<file path="config.mk">
export PLATFORM = sky130hd
export DESIGN_NAME = radio_task_event_registers
export DESIGN_NICKNAME = d
export VERILOG_FILES = /design/src/logic/radio_evt_pkg.sv /design/src/logic/radio_task_event_registers.sv
export SDC_FILE = /design/constraint.sdc
export NUM_CORES = 1
export LEC_CHECK = 0
export BUFFER_PORTS_ARGS = -buffer_cell sky130_fd_sc_hd__buf_2
export CORE_UTILIZATION = 40
export DETAILED_ROUTE_END_ITERATION = 7
export PLACE_DENSITY = 0.57
export SLEW_MARGIN = 40
export SYNTH_ARGS = -nofsm -noshare
export SYNTH_HDL_FRONTEND = slang
export SYNTH_SLANG_ARGS = --single-unit
</file>
<file path="constraint.sdc">
create_clock -name pclk -period 3 [get_ports pclk]
set_input_delay 0.6 -clock pclk [delete_from_list [all_inputs] [get_ports pclk]]
set_output_delay 0.6 -clock pclk [all_outputs]
set_load 0.01 [all_outputs]
</file>
<file path="src/logic/radio_evt_pkg.sv">
// Constants and carrier types for the radio task and event register set
package radio_evt_pkg;

    localparam int ADDR_W = 12;

    // Register byte offsets
    localparam logic [11:0] OFF_TASK_HALT          = 12'h00C;
    localparam logic [11:0] OFF_TASK_TURN_OFF      = 12'h010;
    localparam logic [11:0] OFF_TASK_SAMPLE_GO     = 12'h014;
    localparam logic [11:0] OFF_TASK_SAMPLE_HALT   = 12'h018;
    localparam logic [11:0] OFF_TASK_BITCOUNT_GO   = 12'h01C;
    localparam logic [11:0] OFF_TASK_BITCOUNT_HALT = 12'h020;
    localparam logic [11:0] OFF_EVT_RAMPUP_DONE    = 12'h100;
    localparam logic [11:0] OFF_EVT_ADDR_DONE      = 12'h104;
    localparam logic [11:0] OFF_EVT_BODY_DONE      = 12'h108;
    localparam logic [11:0] OFF_EVT_FRAME_DONE     = 12'h10C;
    localparam logic [11:0] OFF_EVT_TURNED_OFF     = 12'h110;
    localparam logic [11:0] OFF_EVT_STATION_HIT    = 12'h114;
    localparam logic [11:0] OFF_EVT_STATION_NONE   = 12'h118;
    localparam logic [11:0] OFF_EVT_SAMPLE_DONE    = 12'h11C;
    localparam logic [11:0] OFF_EVT_BITCOUNT_HIT   = 12'h128;
    localparam logic [11:0] OFF_EVT_CHECK_GOOD     = 12'h130;
    localparam logic [11:0] OFF_EVT_CHECK_BAD      = 12'h134;
    localparam logic [11:0] OFF_EVT_SEND_UP        = 12'h154;
    localparam logic [11:0] OFF_EVT_RECV_UP        = 12'h158;
    localparam logic [11:0] OFF_EVT_AIR_LAST_BIT   = 12'h16C;
    localparam logic [11:0] OFF_EVENT_TASK_LINKS   = 12'h200;
    localparam logic [11:0] OFF_SAMPLE_VALUE       = 12'h548;
    localparam logic [11:0] OFF_BITCOUNT_COMPARE   = 12'h560;

    // Event slot positions in the pending vector
    localparam int EV_RAMPUP  = 0;
    localparam int EV_ADDR    = 1;
    localparam int EV_BODY    = 2;
    localparam int EV_FRAME   = 3;
    localparam int EV_OFF     = 4;
    localparam int EV_HIT     = 5;
    localparam int EV_NONE    = 6;
    localparam int EV_SAMPLE  = 7;
    localparam int EV_BCHIT   = 8;
    localparam int EV_GOOD    = 9;
    localparam int EV_BAD     = 10;
    localparam int EV_SEND    = 11;
    localparam int EV_RECV    = 12;
    localparam int EV_AIR     = 13;
    localparam int EV_NUM     = 14;

    // Link bit positions in event_task_links
    localparam int LK_READY_START     = 0;
    localparam int LK_END_OFF         = 1;
    localparam int LK_OFF_SEND_EN     = 2;
    localparam int LK_OFF_RECV_EN     = 3;
    localparam int LK_ADDR_SAMPLE_GO  = 4;
    localparam int LK_END_START       = 5;
    localparam int LK_ADDR_BC_GO      = 6;
    localparam int LK_OFF_SAMPLE_HALT = 8;
    localparam int LK_SEND_UP_START   = 19;
    localparam int LK_RECV_UP_START   = 20;
    localparam int LK_AIR_OFF         = 21;
    localparam int LK_AIR_START       = 22;
    localparam logic [31:0] LINKS_MASK  = 32'h0078_017F;

    // Reset values
    localparam logic [31:0] LINKS_RESET = 32'h0000_0000;
    localparam logic [31:0] BCC_RESET   = 32'h0000_0000;
    localparam logic [6:0]  SAMPLE_RESET = 7'h00;

    // Sampling settle time
    localparam int CLK_PERIOD_PS   = 10000;
    localparam int SAMPLE_SETTLE_NS = 250;
    localparam int SAMPLE_CYCLES   =
        (SAMPLE_SETTLE_NS * 1000 + CLK_PERIOD_PS - 1) / CLK_PERIOD_PS;
    localparam logic [7:0] SAMPLE_LOAD = 8'(SAMPLE_CYCLES - 1);

    typedef enum logic [2:0] {
        SMP_IDLE    = 3'b001,
        SMP_SETTLE  = 3'b010,
        SMP_CAPTURE = 3'b100
    } smp_state_type;

    // One-cycle pulses from the radio core
    typedef struct packed {
        logic rampup_done;
        logic addr_done;
        logic body_done;
        logic frame_done;
        logic turned_off;
        logic station_hit;
        logic station_none;
        logic check_good;
        logic check_bad;
        logic send_path_up;
        logic recv_path_up;
        logic air_last_bit;
    } core_evt_type;

    // One-cycle task requests to the radio core
    typedef struct packed {
        logic turn_off;
        logic halt;
        logic start;
        logic send_en;
        logic recv_en;
    } core_task_type;

endpackage

</file>
<file path="src/logic/radio_task_event_registers.sv">
// APB task and event register set of the packet radio
// What this block does
// - Sample-go task takes exactly one strength sample
// - Sample-halt task ends a measurement still in its settle phase
// - Bitcount-go task starts the payload bit counter, only after an address event
// - Bitcount-halt task stops the bit counter
// - Set ramp-up-done event when radio ramped up
// - Set send-path-up event after transmit ramp-up
// - Set receive-path-up event after receive ramp-up
// - Set address event after address field done
// - Set body event after payload done
// - Set frame event after whole packet done
// - Set turned-off event when radio is disabled
// - Set station-hit event on device address match
// - Set station-none event when no address matched
// - Set sample-done event when new sample readable
// - Set bitcount-hit event when counter reaches compare
// - At most one of check-good or check-bad per cycle, good wins
// - Set air-last-bit event when last bit on air
// - Event-to-task links register, all off after reset
`timescale 1ns/1ps
module radio_task_event_registers (
    input  wire logic                        pclk,
    input  wire logic                        presetn,
    input  wire logic                        psel,
    input  wire logic                        penable,
    input  wire logic                        pwrite,
    input  wire logic [radio_evt_pkg::ADDR_W-1:0] paddr,
    input  wire logic [31:0]                 pwdata,
    output logic      [31:0]                 prdata,
    output logic                             pready,
    output logic                             pslverr,
    input  wire radio_evt_pkg::core_evt_type core_evt,
    input  wire logic                        bit_tick,
    input  wire logic [6:0]                  strength_level,
    output radio_evt_pkg::core_task_type     core_task,
    output logic                             sample_busy
);
    import radio_evt_pkg::*;

    // Event slot for an address: bit 4 marks a hit
    function automatic logic [4:0] evt_slot(input logic [11:0] a);
        logic [4:0] s;
        s = 5'h00;
        unique case (a)
            OFF_EVT_RAMPUP_DONE:  s = {1'b1, 4'(EV_RAMPUP)};
            OFF_EVT_ADDR_DONE:    s = {1'b1, 4'(EV_ADDR)};
            OFF_EVT_BODY_DONE:    s = {1'b1, 4'(EV_BODY)};
            OFF_EVT_FRAME_DONE:   s = {1'b1, 4'(EV_FRAME)};
            OFF_EVT_TURNED_OFF:   s = {1'b1, 4'(EV_OFF)};
            OFF_EVT_STATION_HIT:  s = {1'b1, 4'(EV_HIT)};
            OFF_EVT_STATION_NONE: s = {1'b1, 4'(EV_NONE)};
            OFF_EVT_SAMPLE_DONE:  s = {1'b1, 4'(EV_SAMPLE)};
            OFF_EVT_BITCOUNT_HIT: s = {1'b1, 4'(EV_BCHIT)};
            OFF_EVT_CHECK_GOOD:   s = {1'b1, 4'(EV_GOOD)};
            OFF_EVT_CHECK_BAD:    s = {1'b1, 4'(EV_BAD)};
            OFF_EVT_SEND_UP:      s = {1'b1, 4'(EV_SEND)};
            OFF_EVT_RECV_UP:      s = {1'b1, 4'(EV_RECV)};
            OFF_EVT_AIR_LAST_BIT: s = {1'b1, 4'(EV_AIR)};
            default:              s = 5'h00;
        endcase
        return s;
    endfunction

    function automatic logic is_task(input logic [11:0] a);
        return (a == OFF_TASK_HALT) || (a == OFF_TASK_TURN_OFF) ||
               (a == OFF_TASK_SAMPLE_GO) || (a == OFF_TASK_SAMPLE_HALT) ||
               (a == OFF_TASK_BITCOUNT_GO) ||
               (a == OFF_TASK_BITCOUNT_HALT);
    endfunction

    function automatic logic is_mapped(input logic [11:0] a);
        logic [4:0] s;
        s = evt_slot(a);
        return s[4] || is_task(a) ||
               (a == OFF_EVENT_TASK_LINKS) || (a == OFF_SAMPLE_VALUE) ||
               (a == OFF_BITCOUNT_COMPARE);
    endfunction

    logic [EV_NUM-1:0] evt_ff;
    logic [EV_NUM-1:0] nxt_evt_ff;
    logic [EV_NUM-1:0] evt_set;
    logic [31:0]       links_ff;
    logic [31:0]       nxt_links_ff;
    logic [31:0]       bcc_ff;
    logic [31:0]       nxt_bcc_ff;
    logic [31:0]       prdata_ff;
    logic [31:0]       nxt_prdata_ff;
    core_task_type     task_ff;
    core_task_type     nxt_task_ff;
    smp_state_type     smp_ff;
    smp_state_type     nxt_smp_ff;
    logic [7:0]        smp_cnt_ff;
    logic [7:0]        nxt_smp_cnt_ff;
    logic [6:0]        sample_ff;
    logic [6:0]        nxt_sample_ff;
    logic              addr_seen_ff;
    logic              nxt_addr_seen_ff;
    logic              bc_run_ff;
    logic              nxt_bc_run_ff;
    logic [31:0]       bc_cnt_ff;
    logic [31:0]       nxt_bc_cnt_ff;

    logic        wr;
    logic [4:0]  wslot;
    logic        tk_halt;
    logic        tk_off;
    logic        tk_smp_go;
    logic        tk_smp_halt;
    logic        tk_bc_go;
    logic        tk_bc_halt;
    logic        off_req;
    logic        smp_go;
    logic        smp_halt;
    logic        bc_go;
    logic        bc_stop;
    logic        smp_done;
    logic        bc_hit;
    logic [31:0] bc_inc;

    // Zero wait states; read data captured in the setup cycle
    assign pready  = 1'b1;
    assign pslverr = psel & penable & ~is_mapped(paddr);
    assign prdata  = prdata_ff;
    assign core_task   = task_ff;
    assign sample_busy = (smp_ff != SMP_IDLE);

    assign wr    = psel & penable & pwrite & is_mapped(paddr);
    assign wslot = evt_slot(paddr);

    assign tk_halt     = wr & (paddr == OFF_TASK_HALT) & pwdata[0];
    assign tk_off      = wr & (paddr == OFF_TASK_TURN_OFF) & pwdata[0];
    assign tk_smp_go   = wr & (paddr == OFF_TASK_SAMPLE_GO) & pwdata[0];
    assign tk_smp_halt = wr & (paddr == OFF_TASK_SAMPLE_HALT) & pwdata[0];
    assign tk_bc_go    = wr & (paddr == OFF_TASK_BITCOUNT_GO) & pwdata[0];
    assign tk_bc_halt  = wr & (paddr == OFF_TASK_BITCOUNT_HALT) & pwdata[0];

    // links turn local events into local tasks
    assign off_req = tk_off |
        (links_ff[LK_END_OFF] & core_evt.frame_done) |
        (links_ff[LK_AIR_OFF] & core_evt.air_last_bit);
    assign smp_go = tk_smp_go |
        (links_ff[LK_ADDR_SAMPLE_GO] & core_evt.addr_done);
    // halt also on turn-off, since nothing may keep running
    assign smp_halt = tk_smp_halt | off_req |
        (links_ff[LK_OFF_SAMPLE_HALT] & core_evt.turned_off);
    assign bc_go = tk_bc_go |
        (links_ff[LK_ADDR_BC_GO] & core_evt.addr_done);
    assign bc_stop = tk_bc_halt | tk_halt | off_req | core_evt.frame_done;

    // Core-facing tasks, one-cycle pulses from flops
    always_comb begin
        nxt_task_ff.turn_off = off_req;
        nxt_task_ff.halt     = tk_halt;
        nxt_task_ff.start    =
            (links_ff[LK_READY_START] & core_evt.rampup_done) |
            (links_ff[LK_END_START] & core_evt.frame_done) |
            (links_ff[LK_SEND_UP_START] & core_evt.send_path_up) |
            (links_ff[LK_RECV_UP_START] & core_evt.recv_path_up) |
            (links_ff[LK_AIR_START] & core_evt.air_last_bit);
        nxt_task_ff.send_en  =
            links_ff[LK_OFF_SEND_EN] & core_evt.turned_off;
        nxt_task_ff.recv_en  =
            links_ff[LK_OFF_RECV_EN] & core_evt.turned_off;
    end

    // Strength sampling: settle, then capture one value
    always_comb begin
        nxt_smp_ff     = smp_ff;
        nxt_smp_cnt_ff = smp_cnt_ff;
        nxt_sample_ff  = sample_ff;
        smp_done       = 1'b0;
        unique case (smp_ff)
            SMP_IDLE: begin
                if (smp_go && !smp_halt) begin
                    nxt_smp_ff     = SMP_SETTLE;
                    nxt_smp_cnt_ff = SAMPLE_LOAD;
                end
            end
            SMP_SETTLE: begin
                if (smp_halt) begin
                    nxt_smp_ff = SMP_IDLE;
                end else if (smp_cnt_ff == 8'h00) begin
                    nxt_smp_ff = SMP_CAPTURE;
                end else begin
                    nxt_smp_cnt_ff = smp_cnt_ff - 8'h01;
                end
            end
            SMP_CAPTURE: begin
                nxt_sample_ff = strength_level;
                smp_done      = 1'b1;
                nxt_smp_ff    = SMP_IDLE;
            end
            default: begin
                nxt_smp_ff = SMP_IDLE;
            end
        endcase
    end

    // Bit counter; start is only honoured after an address
    assign bc_inc = bc_cnt_ff + 32'h0000_0001;
    // match on the tick that reaches the compare value
    assign bc_hit = bc_run_ff & bit_tick & (bc_inc == bcc_ff) & ~bc_stop;

    always_comb begin
        nxt_addr_seen_ff = addr_seen_ff;
        nxt_bc_run_ff    = bc_run_ff;
        nxt_bc_cnt_ff    = bc_cnt_ff;
        if (core_evt.addr_done) begin
            nxt_addr_seen_ff = 1'b1;
        end
        if (bc_stop) begin
            nxt_bc_run_ff    = 1'b0;
            nxt_bc_cnt_ff    = 32'h0000_0000;
            nxt_addr_seen_ff = 1'b0;
        end else if (bc_go && (addr_seen_ff || core_evt.addr_done)) begin
            nxt_bc_run_ff = 1'b1;
            nxt_bc_cnt_ff = 32'h0000_0000;
        end else if (bc_run_ff && bit_tick) begin
            nxt_bc_cnt_ff = bc_inc;
        end
    end

    // Event sources
    always_comb begin
        evt_set            = '0;
        evt_set[EV_RAMPUP] = core_evt.rampup_done;
        evt_set[EV_ADDR]   = core_evt.addr_done;
        evt_set[EV_BODY]   = core_evt.body_done;
        evt_set[EV_FRAME]  = core_evt.frame_done;
        evt_set[EV_OFF]    = core_evt.turned_off;
        evt_set[EV_HIT]    = core_evt.station_hit;
        evt_set[EV_NONE]   = core_evt.station_none & ~core_evt.station_hit;
        evt_set[EV_SAMPLE] = smp_done;
        evt_set[EV_BCHIT]  = bc_hit;
        // good wins if the core ever claims both
        evt_set[EV_GOOD]   = core_evt.check_good;
        evt_set[EV_BAD]    = core_evt.check_bad & ~core_evt.check_good;
        evt_set[EV_SEND]   = core_evt.send_path_up;
        evt_set[EV_RECV]   = core_evt.recv_path_up;
        evt_set[EV_AIR]    = core_evt.air_last_bit;
    end

    // Register writes and read capture
    always_comb begin
        nxt_evt_ff    = evt_ff | evt_set;
        nxt_links_ff  = links_ff;
        nxt_bcc_ff    = bcc_ff;
        nxt_prdata_ff = prdata_ff;
        // written value stored, a new event beats a clear
        if (wr && wslot[4]) begin
            nxt_evt_ff[wslot[3:0]] = pwdata[0] | evt_set[wslot[3:0]];
        end
        if (wr && paddr == OFF_EVENT_TASK_LINKS) begin
            nxt_links_ff = pwdata & LINKS_MASK;
        end
        if (wr && paddr == OFF_BITCOUNT_COMPARE) begin
            nxt_bcc_ff = pwdata;
        end
        if (psel && !penable && !pwrite) begin
            nxt_prdata_ff = 32'h0000_0000;
            if (wslot[4]) begin
                nxt_prdata_ff[0] = evt_ff[wslot[3:0]];
            end else if (paddr == OFF_EVENT_TASK_LINKS) begin
                nxt_prdata_ff = links_ff;
            end else if (paddr == OFF_BITCOUNT_COMPARE) begin
                nxt_prdata_ff = bcc_ff;
            end else if (paddr == OFF_SAMPLE_VALUE) begin
                nxt_prdata_ff[6:0] = sample_ff;
            end
        end
    end

    always_ff @(posedge pclk or negedge presetn) begin
        if (!presetn) begin
            evt_ff       <= '0;
            links_ff     <= LINKS_RESET;
            bcc_ff       <= BCC_RESET;
            prdata_ff    <= 32'h0000_0000;
            task_ff      <= '0;
            smp_ff       <= SMP_IDLE;
            smp_cnt_ff   <= 8'h00;
            sample_ff    <= SAMPLE_RESET;
            addr_seen_ff <= 1'b0;
            bc_run_ff    <= 1'b0;
            bc_cnt_ff    <= 32'h0000_0000;
        end else begin
            evt_ff       <= nxt_evt_ff;
            links_ff     <= nxt_links_ff;
            bcc_ff       <= nxt_bcc_ff;
            prdata_ff    <= nxt_prdata_ff;
            task_ff      <= nxt_task_ff;
            smp_ff       <= nxt_smp_ff;
            smp_cnt_ff   <= nxt_smp_cnt_ff;
            sample_ff    <= nxt_sample_ff;
            addr_seen_ff <= nxt_addr_seen_ff;
            bc_run_ff    <= nxt_bc_run_ff;
            bc_cnt_ff    <= nxt_bc_cnt_ff;
        end
    end
endmodule

</file>
==> run summary, run 1 <==
Crit-path max FO - 14
Nets@finish - 1010
Initial Util - 0.4116
Syn avg cell area - 10.01 sq um
Max-Cap Viols - 0
Synthesized net count - 880
Leakage power - 4.484 nW
Chip width - 144.2 microns
Die Height - 144.2 microns
Crit share post-route - 0.9720
GR Util met2 - 0.3379
R2r endpoint - evt_ff[8]$_DFF_PN0_
Post-DP HPWL - 16220 microns
Pre-CTS setup slack - 0.03931 ns
Post-CTS Setup Inserts - 0
Cts hold-fix bufs - 0
Post-synth cell types - 71
Sequential area share after synthesis - 0.4548
Final hold slack - 0.1234 ns
R2R setup slack - 0.35 ns
Final WS setup - 0.08412 ns
Area share of the largest cell type after synthesis - 0.4516
WP data required - 2.40 ns
Avg Vias per Cell - 5.574
Root Buffer Master - clkbuf_16
Final Hold Violating Endpoints - 0
Total CTS buffers - 17
Rel. slew slack - 0.4417
Post-synth EDFFs - 0
GR met3 Demand/Resource - 0.03874
Final std cells w/o fill - 1215
Row cnt - 51
Crit. End Element - output port
Final Wtd Congestion - 0.9014
Overall power - 4.440 mW
IO Count - 109
Initial antenna violation count - 0
First-pass GRT wire length - 36050 microns
R2R depth - 10
Primary FF master, synth - dfrtp_1
Largest net degree at the start of global routing - 64
Clk slew on worst S/H paths - 0.06 ns
CP Class - in -> out
Drt drc - 0
PD cells - 452.6 mW/mm^2
Placed insts - 1184
Status - finished clean
CTS H-tree depth - 4
Yosys reg bits - 147
Max VDD drop - 352.7 uV
Setup-failing EPs final - 0
Area added between synthesis and finish - 21.25%
Clk buf depth - 2
GR Util met1 - 0.3404
Worst min path class - in -> async
Main area contributors after synthesis - dfrtp_1 45%, mux2_2 7.4%, xnor2_1 4.3%, xor2_1 3.5%, nor2_1 3.1%
GR peak layer - met1
First-pass DRT Iterations - 7
Die ar. - 0.02080 sq mm
Setup crit start kind - input pin
I/O Buffers - 107
Worst Max-Slew Pin Slew - 0.8357 ns
Share of flip-flops with an asynchronous set or reset - 1.000
Final Critical Period - 2.916 ns
Finished Core Util - 0.4991
Clock insertion delay at the later pin of the skew report - 0.44 ns
Setup Skew - 0.01406 ns
Fraction of layout cells with a size suffix above 1 - 0.2695
RSZ-0062 raised after global routing - no
Wire per inst - 18.24 microns
Ant. Diodes - 0
Global Route Usage Sum - 0.2288
Vias - 6772
Total Wirelength - 22170 microns
Dominant cell type by area after synthesis - dfrtp_1
Clk sinks - 147
CTS tree - built
Launch point of the worst reg-to-reg path - bc_cnt_ff[0]$_DFFE_PN0P_
Core Area - 0.01965 sq mm
Achievable Freq - 343.0 MHz
Ys Warns - 0
GRT overflow - 0
Cell area after synthesis - 0.008090 sq mm
ANT nets after route - 0
Mapped Cells - 808
Vias in the first global route - 6469
First DRT Iteration DRCs - 516
Max-slew violations - 0
Critical Path AT - 2.32 ns
-- registers in the layout, indices dropped and copies added (netlist names) --
name	cells
smp_ff	3
bc_run_ff	1
addr_seen_ff	1
core_task	5
bcc_ff	32
prdata	32
bc_cnt_ff	32
evt_ff	14
sample_ff	7
smp_cnt_ff	8
links_ff	12
-- cells by family after synthesis --
group,count (synthesis),share of synthesized area
other,1,0.0004635
flip-flops,147,0.4548
adder cells (fa/ha/maj),3,0.004640
multiplexers,66,0.08985
buffers and inverters,64,0.03464
AO/OA/AOI/OAI,148,0.1321
AND/OR/NAND/NOR,307,0.2055
XOR/XNOR,72,0.07795
-- layer usage --
| metal | wire length [microns] | vias up |
|---|---|---|
| met1 | 11200 | 3309 |
| met3 | 1027 | 22 |
| met2 | 9639 | 194 |
| met4 | 300 | 0 |
| li1 | - | 3247 |
| met5 | 0 | - |
-- how the worst max path moves through the flow --
stage	from	endpoint	slack (ns)	depth (start not counted)
3_3_place_gp	paddr[7]	evt_ff[0]$_DFF_PN0_	-0.12	7
4_1_cts	paddr[3]	pslverr	0.03	9
6_report	paddr[3]	pslverr	0.08	9
2_1_floorplan	paddr[7]	links_ff[19]$_DFFE_PN0P_	0.40	8
3_5_place_dp	paddr[3]	pslverr	0.04	9
5_1_grt	paddr[3]	pslverr	0.03	9
-- layout make-up --
class | instances | area, sq um
Clock buffer | 20 | 446.7
Multi-Input combinational cell | 597 | 4154
Fill cell | 1904 | 9844
Clock inverter | 11 | 153.9
Inverter | 13 | 48.80
Sequential cell | 147 | 3680
Tap cell | 265 | 331.6
Timing Repair Buffer | 162 | 994.7
-- critical path, cell delays in order --
cell and delay, ns:
clkbuf_4 0.20, buf_4 0.14, nand2b_1 0.16, a21oi_1 0.09, a21oi_1 0.11, a21oi_1 0.15
a311o_1 0.36, nor4_1 0.29, buf_2 0.21
-- synth_stat cells, drive strengths merged (5+ instances only) --
master / number
a211oi: 8
a21oi: 29
a222oi: 13
a22o: 22
a31oi: 8
and2: 7
and3: 14
and4: 11
buf: 32
clkbuf: 19
dfrtp: 146
inv: 13
mux2: 53
mux2i: 13
nand2: 54
nand2b: 5
nand3: 22
nand4: 22
nor2: 67
nor2b: 12
nor3: 33
nor3b: 11
nor4: 21
nor4b: 5
o211ai: 5
o21ai: 24
o21bai: 5
or3: 6
or4: 5
xnor2: 40
xor2: 32
-- power breakdown --
part,internal (mW),switching (mW)
clock network,1.33,0.880
registers,1.99,0.00661
logic,0.0840,0.144
-- cells in the final DEF (no fill, tap or decap), types with 14 or more instances in the layout --
| master | n |
|---|---|
| a21oi_1 | 27 |
| dfrtp_1 | 146 |
| buf_4 | 52 |
| o21ai_0 | 23 |
| mux2_2 | 53 |
| xor2_1 | 32 |
| nand2_1 | 54 |
| nand4_1 | 21 |
| buf_2 | 105 |
| nor2_1 | 67 |
| a22o_1 | 22 |
| nor4_1 | 19 |
| nor3_1 | 31 |
| nand3_1 | 22 |
| xnor2_1 | 40 |
| and3_1 | 14 |
| clkbuf_16 | 17 |
-- repair_timing --
item	CTS	global route
setup endpoints to repair	0	1
resized for setup	0	1
hold endpoints to repair	0	0
-- stage by stage --
| stage | area (sq um) | setup TNS, ns |
|---|---|---|
| floorplan | 8090 | 0 |
| global placement | 9194 | -0.8040 |
| detailed placement | 9206 | 0 |
| CTS | 9807 | 0 |
| global route | 9809 | 0 |
| finish | 9809 | 0 |
(Power assumes the default switching activity.)
==> run 2: changes to the inputs <==
==> constraint.sdc (replaced) <==
create_clock -name pclk -period 3.3 [get_ports pclk]
set_input_delay 0.66 -clock pclk [delete_from_list [all_inputs] [get_ports pclk]]
set_output_delay 0.66 -clock pclk [all_outputs]
set_load 0.01 [all_outputs]
==> run summary, run 2 (synthesis gave the netlist of run 1 again) <==
Status - finished clean
Root Buffer Master - clkbuf_16
Final setup TNS - 0 ns (unchanged)
Row cnt - 51 (unchanged)
Finished Cell Area - 0.009647 sq mm (-1.7%)
Final WS setup - 0.2946 ns (+0.2105 ns)
Crit-path max FO - 20 (+6)
Chip width - 144.2 microns (unchanged)
Setup crit start kind - input pin
Nets@finish - 988 (-2.2%)
Cts hold-fix bufs - 0 (unchanged)
First-pass GRT wire length - 35290 microns (-2.1%)
Core Area - 0.01965 sq mm (unchanged)
Setup-failing EPs final - 0 (unchanged)
Most frequent cells in the layout - 146 x dfrtp_1, 106 x buf_2, 67 x nor2_1
Largest net degree at the start of global routing - 80 (+25%)
Max-slew violations - 0 (unchanged)
First DRT Iteration DRCs - 516 (unchanged)
Global Route Usage Sum - 0.2241 (-0.004719)
Worst Max-Slew Pin Slew - 0.7348 ns (-0.1009 ns)
Buffers & Inverters on Critical Path - 2 (-1)
Fill cell count - 1925 (+1.1%)
Slowest CP cell - a311o_1
GR peak layer - met1
Drt drc - 0 (unchanged)
Placed Area - 0.009021 sq mm (-2.0%)
ANT nets after route - 0 (unchanged)
CTS H-tree depth - 4 (unchanged)
Crit. End Element - output port
Final Critical Period - 3.005 ns
Launch point of the worst reg-to-reg path - bc_cnt_ff[9]$_DFFE_PN0P_
R2r endpoint - evt_ff[8]$_DFF_PN0_
Initial Util - 0.4116 (unchanged)
Fraction of layout cells with a size suffix above 1 - 0.2522 (-0.01732)
Final Wtd Congestion - 0.8383 (-7.0%)
PD cells - 416.1 mW/mm^2 (-8.1%)
I/O Buffers - 107 (unchanged)
Die Height - 144.2 microns (unchanged)
GR Util met1 - 0.3391 (-0.001316)
Cell chain of the critical path - buf_2, or2_2, a21oi_1, o21ai_0, a21oi_1, a311o_1, nor4_1, buf_2
Avg Vias per Cell - 5.645 (+1.3%)
CP top delay family - compound AO/OA/AOI/OAI gates
Largest stage delay on the critical path - 0.36 ns (about the same)
Clk sinks - 147 (unchanged)
Post-CTS Setup Inserts - 0 (unchanged)
Most common cell after layout, fill and taps aside - dfrtp_1
Clock insertion delay at the later pin of the skew report - 0.43 ns (about the same)
Pre-CTS setup slack - 0.2603 ns (+0.2210 ns)
Max-Cap Viols - 0 (unchanged)
CTS tree - built
CP Class - in -> out
R2R setup slack - 0.55 ns (+0.20 ns)
Overall power - 4.014 mW (-9.6%)
Final std cells w/o fill - 1193 (-1.8%)
IO Count - 109 (unchanged)
Vias - 6735 (-0.55%)
Max VDD drop - 353.5 uV (+0.24%)
GR met3 Demand/Resource - 0.04106 (+0.002318)
Post-DP HPWL - 15670 microns (-3.4%)
Crit share post-route - 0.9107
First-pass DRT Iterations - 5 (-2)
Final hold slack - 0.1131 ns (-0.01030 ns)
Clk slew on worst S/H paths - 0.06 ns (about the same)
Die ar. - 0.02080 sq mm (unchanged)
Wire per inst - 18.19 microns (-0.28%)
Critical Path AT - 2.35 ns (+0.03 ns)
Finished Core Util - 0.4908 (-0.008276)
Setup Skew - 0.01361 ns (-0.0004555 ns)
Initial antenna violation count - 0 (unchanged)
Leakage power - 4.386 nW (-2.2%)
RSZ-0062 raised after global routing - no
WP data required - 2.64 ns (+0.24 ns)
Clk buf depth - 2 (unchanged)
Vias in the first global route - 6402 (-1.0%)
Total CTS buffers - 17 (unchanged)
Rel. slew slack - 0.5061 (+0.06439)
Final Hold Violating Endpoints - 0 (unchanged)
Worst min path class - in -> async
Achievable Freq - 332.7 MHz
R2R depth - 7 (-3)
Placed insts - 1161 (-1.9%)
GRT overflow - 0 (unchanged)
Ant. Diodes - 0 (unchanged)
Area added between synthesis and finish - 19.24%
CTS resizes - 0 (unchanged)
GR Util met2 - 0.3237 (-0.01424)
Total Wirelength - 21700 microns (-2.1%)
==> run 2: cell types whose count changed in the layout (fill, tap and decap cells not counted) <==
cell      before  now
a21oi_1       27   28
a21oi_2        2    1
buf_16         0    1
buf_2        105  106
buf_4         52   29
clkbuf_1       2    1
clkbuf_4       1    0
clkinv_2       1    3
clkinv_4       3    2
nor4_2         0    1
nor4_4         2    1
==> run 2: worst max path at each step <==
stage                   from                         to  slack (ns)  cells after the start
CTS                 paddr[2]                    pslverr        0.33                      8
global placement    paddr[6]  smp_cnt_ff[4]$_DFFE_PN0P_        0.28                      8
global route        paddr[2]                    pslverr        0.16                      8
detailed placement  paddr[6]  smp_cnt_ff[4]$_DFFE_PN0P_        0.26                      8
finish              paddr[2]                    pslverr        0.29                      8
floorplan           paddr[3]                    pslverr        0.60                      7
==> run 2: power by group <==
part           switching (mW)  internal [mW]
Combinational           0.130         0.0702
Sequential            0.00592           1.81
Clock                   0.789           1.21
==> run 2: final cells by class <==
| cell class | instances | area [sq um] | share of cell area |
|---|---|---|---|
| multi-input combinational | 597 | 4141 | 0.4293 |
| sequential | 147 | 3680 | 0.3815 |
| timing repair buffer | 140 | 847.1 | 0.08781 |
| clock buffer | 19 | 442.9 | 0.04591 |
| tap | 265 | 331.6 | 0.03437 |
| clock inverter | 12 | 155.1 | 0.01608 |
| inverter | 13 | 48.80 | 0.005058 |
==> run 2: routing by layer <==
layer	part of all wire	up-vias
li1	-	3202
met4	0.015	0
met5	0	-
met1	0.51	3301
met3	0.053	23
met2	0.43	209
==> run 3: changes to the inputs <==
--- a/config.mk
+++ b/config.mk
@@ -8,7 +8,7 @@
 export BUFFER_PORTS_ARGS = -buffer_cell sky130_fd_sc_hd__buf_2
 export CORE_UTILIZATION = 40
 export DETAILED_ROUTE_END_ITERATION = 7
-export PLACE_DENSITY = 0.57
+export PLACE_DENSITY = 0.59
 export SLEW_MARGIN = 40
 export SYNTH_ARGS = -nofsm -noshare
 export SYNTH_HDL_FRONTEND = slang
==> constraint.sdc (replaced) <==
create_clock -name pclk -period 2.5 [get_ports pclk]
set_input_delay 0.5 -clock pclk [delete_from_list [all_inputs] [get_ports pclk]]
set_output_delay 0.5 -clock pclk [all_outputs]
set_load 0.01 [all_outputs]
==> run summary, run 3 (synthesis gave the netlist of run 1 again) <==
Root Buffer Master - clkbuf_16
Initial Util - 0.4116 (unchanged)
Core Area - 0.01965 sq mm (unchanged)
IO Count - 109 (unchanged)
Leakage power - 4.792 nW (+9.2%)
Hold depth - 2
Worst min path class - in -> reg
CTS H-tree depth - 4 (unchanged)
Fill cell count - 1843 (-4.3%)
Final Critical Period - 2.465 ns
Vias in the first global route - 6806 (+6.3%)
Worst Max-Slew Pin Slew - 0.7811 ns (+0.04630 ns)
CTS tree - built
Total Wirelength - 22750 microns (+4.8%)
Clk slew on worst S/H paths - 0.07 ns (about the same)
Pre-CTS setup slack - -0.3457 ns (-0.6060 ns)
Vias - 7054 (+4.7%)
Setup-failing EPs final - 0 (unchanged)
Avg Vias per Cell - 5.533 (-2.0%)
Finished Core Util - 0.5276 (+0.03673)
Largest net degree at the start of global routing - 75 (-6.3%)
WP data required - 2.00 ns (-0.64 ns)
Max-slew violations - 0 (unchanged)
Hold endpoint - bcc_ff[14]$_DFFE_PN0P_
Wire per inst - 17.84 microns (-1.9%)
Fraction of layout cells with a size suffix above 1 - 0.3290 (+0.07688)
Chip width - 144.2 microns (unchanged)
Clk sinks - 147 (unchanged)
Final Hold Violating Endpoints - 0 (unchanged)
Clock insertion delay at the later pin of the skew report - 0.44 ns (about the same)
Launch point of the worst reg-to-reg path - bc_cnt_ff[1]$_DFFE_PN0P_
Die Height - 144.2 microns (unchanged)
Crit share post-route - 0.9859
Max-Cap Viols - 0 (unchanged)
Most common cell after layout, fill and taps aside - dfrtp_1
Finished Cell Area - 0.01037 sq mm (+7.5%)
Overall power - 5.219 mW (+30%)
R2R setup slack - 0.12 ns (-0.43 ns)
Post-DP HPWL - 16660 microns (+6.3%)
Global Route Usage Sum - 0.2328 (+0.008731)
PD cells - 503.4 mW/mm^2 (+21%)
First-pass GRT wire length - 36540 microns (+3.5%)
R2r endpoint - evt_ff[8]$_DFF_PN0_
ANT nets after route - 0 (unchanged)
Area added between synthesis and finish - 28.16%
Drt drc - 0 (unchanged)
Rel. slew slack - 0.4754 (-0.03070)
Crit. End Element - output port
GRT overflow - 0 (unchanged)
First-pass DRT Iterations - 6 (+1)
First DRT Iteration DRCs - 575 (+11%)
Setup crit start kind - input pin
Crit-path max FO - 8 (-60%)
Status - finished clean
Placed Area - 0.009614 sq mm (+6.6%)
Setup Skew - 0.01497 ns (+0.001361 ns)
Row cnt - 51 (unchanged)
Die ar. - 0.02080 sq mm (unchanged)
I/O Buffers - 107 (unchanged)
Critical Path AT - 1.96 ns (-0.39 ns)
Most frequent cells in the layout - 146 x dfrtp_1, 104 x buf_2, 103 x buf_4
Final Wtd Congestion - 0.9092 (+8.5%)
Final WS setup - 0.03534 ns (-0.2592 ns)
Clk buf depth - 2 (unchanged)
R2R depth - 8 (+1)
Nets@finish - 1068 (+8.1%)
CP Class - in -> out
Max VDD drop - 458.2 uV (+30%)
Achievable Freq - 405.7 MHz
Total CTS buffers - 17 (unchanged)
Initial antenna violation count - 0 (unchanged)
Min-delay src - pwdata[14]
run 3: per-stage QoR:
| step | cells | setup TNS [ns] | hold WS [ns] |
|---|---|---|---|
| 2_1_floorplan | 808 | 0 | 0.2044 |
| 3_3_place_gp | 1235 | -26.44 | 0.3939 |
| 3_5_place_dp | 1235 | -15.56 | 0.3949 |
| 4_1_cts | 1268 | 0 | 0.2808 |
| 5_1_grt | 1274 | -0.004170 | 0.2787 |
| 6_report | 1275 | 0 | 0.2904 |
run 3: report_power, final:
group	internal, mW	switching, mW
combinational	0.128	0.183
clock	1.41	1.10
sequential	2.39	0.00873
run 3: worst max-delay path: stages:
cell	delay [ns]
buf_2	0.13
buf_6	0.14
buf_4	0.16
a21oi_1	0.29
nor4_4	0.05
a311o_1	0.28
nor4_2	0.22
buf_2	0.20
run 3: final cells by class:
cell class                      count  area, sq um  share of cell area
Antenna cell                        1        2.502           0.0002413
Clock buffer                       19        442.9             0.04272
Clock inverter                     13        123.9             0.01195
Inverter                           13        48.80            0.004706
Multi-Input combinational cell    597         4260              0.4109
Sequential cell                   147         3680              0.3549
Tap cell                          265        331.6             0.03198
Timing Repair Buffer              220         1479              0.1426
run 3: per-layer routing:
metal / share of wire / global-route usage
met1: 0.49 / 0.3357
met2: 0.44 / 0.3521
met3: 0.054 / 0.05166
met4: 0.011 / 0.05817
met5: 0 / 0
run 3: how the worst max path moves through the flow:
stage               slack [ns]     start                  endpoint
global placement         -0.53  paddr[3]    prdata[30]$_DFFE_PN0P_
detailed placement       -0.35  paddr[7]    prdata[21]$_DFFE_PN0P_
CTS                      0.004  paddr[7]                   pslverr
floorplan                0.002  paddr[7]  links_ff[19]$_DFFE_PN0P_
finish                    0.04  paddr[3]                   pslverr
global route            -0.004  paddr[3]                   pslverr
run 3: timing repair:
item	CTS	global route
hold endpoints to repair	25	0
resized for setup	11	15
pin swaps	6	7
hold buffers	1	0
buffers inserted	1	6
setup endpoints to repair	1	3
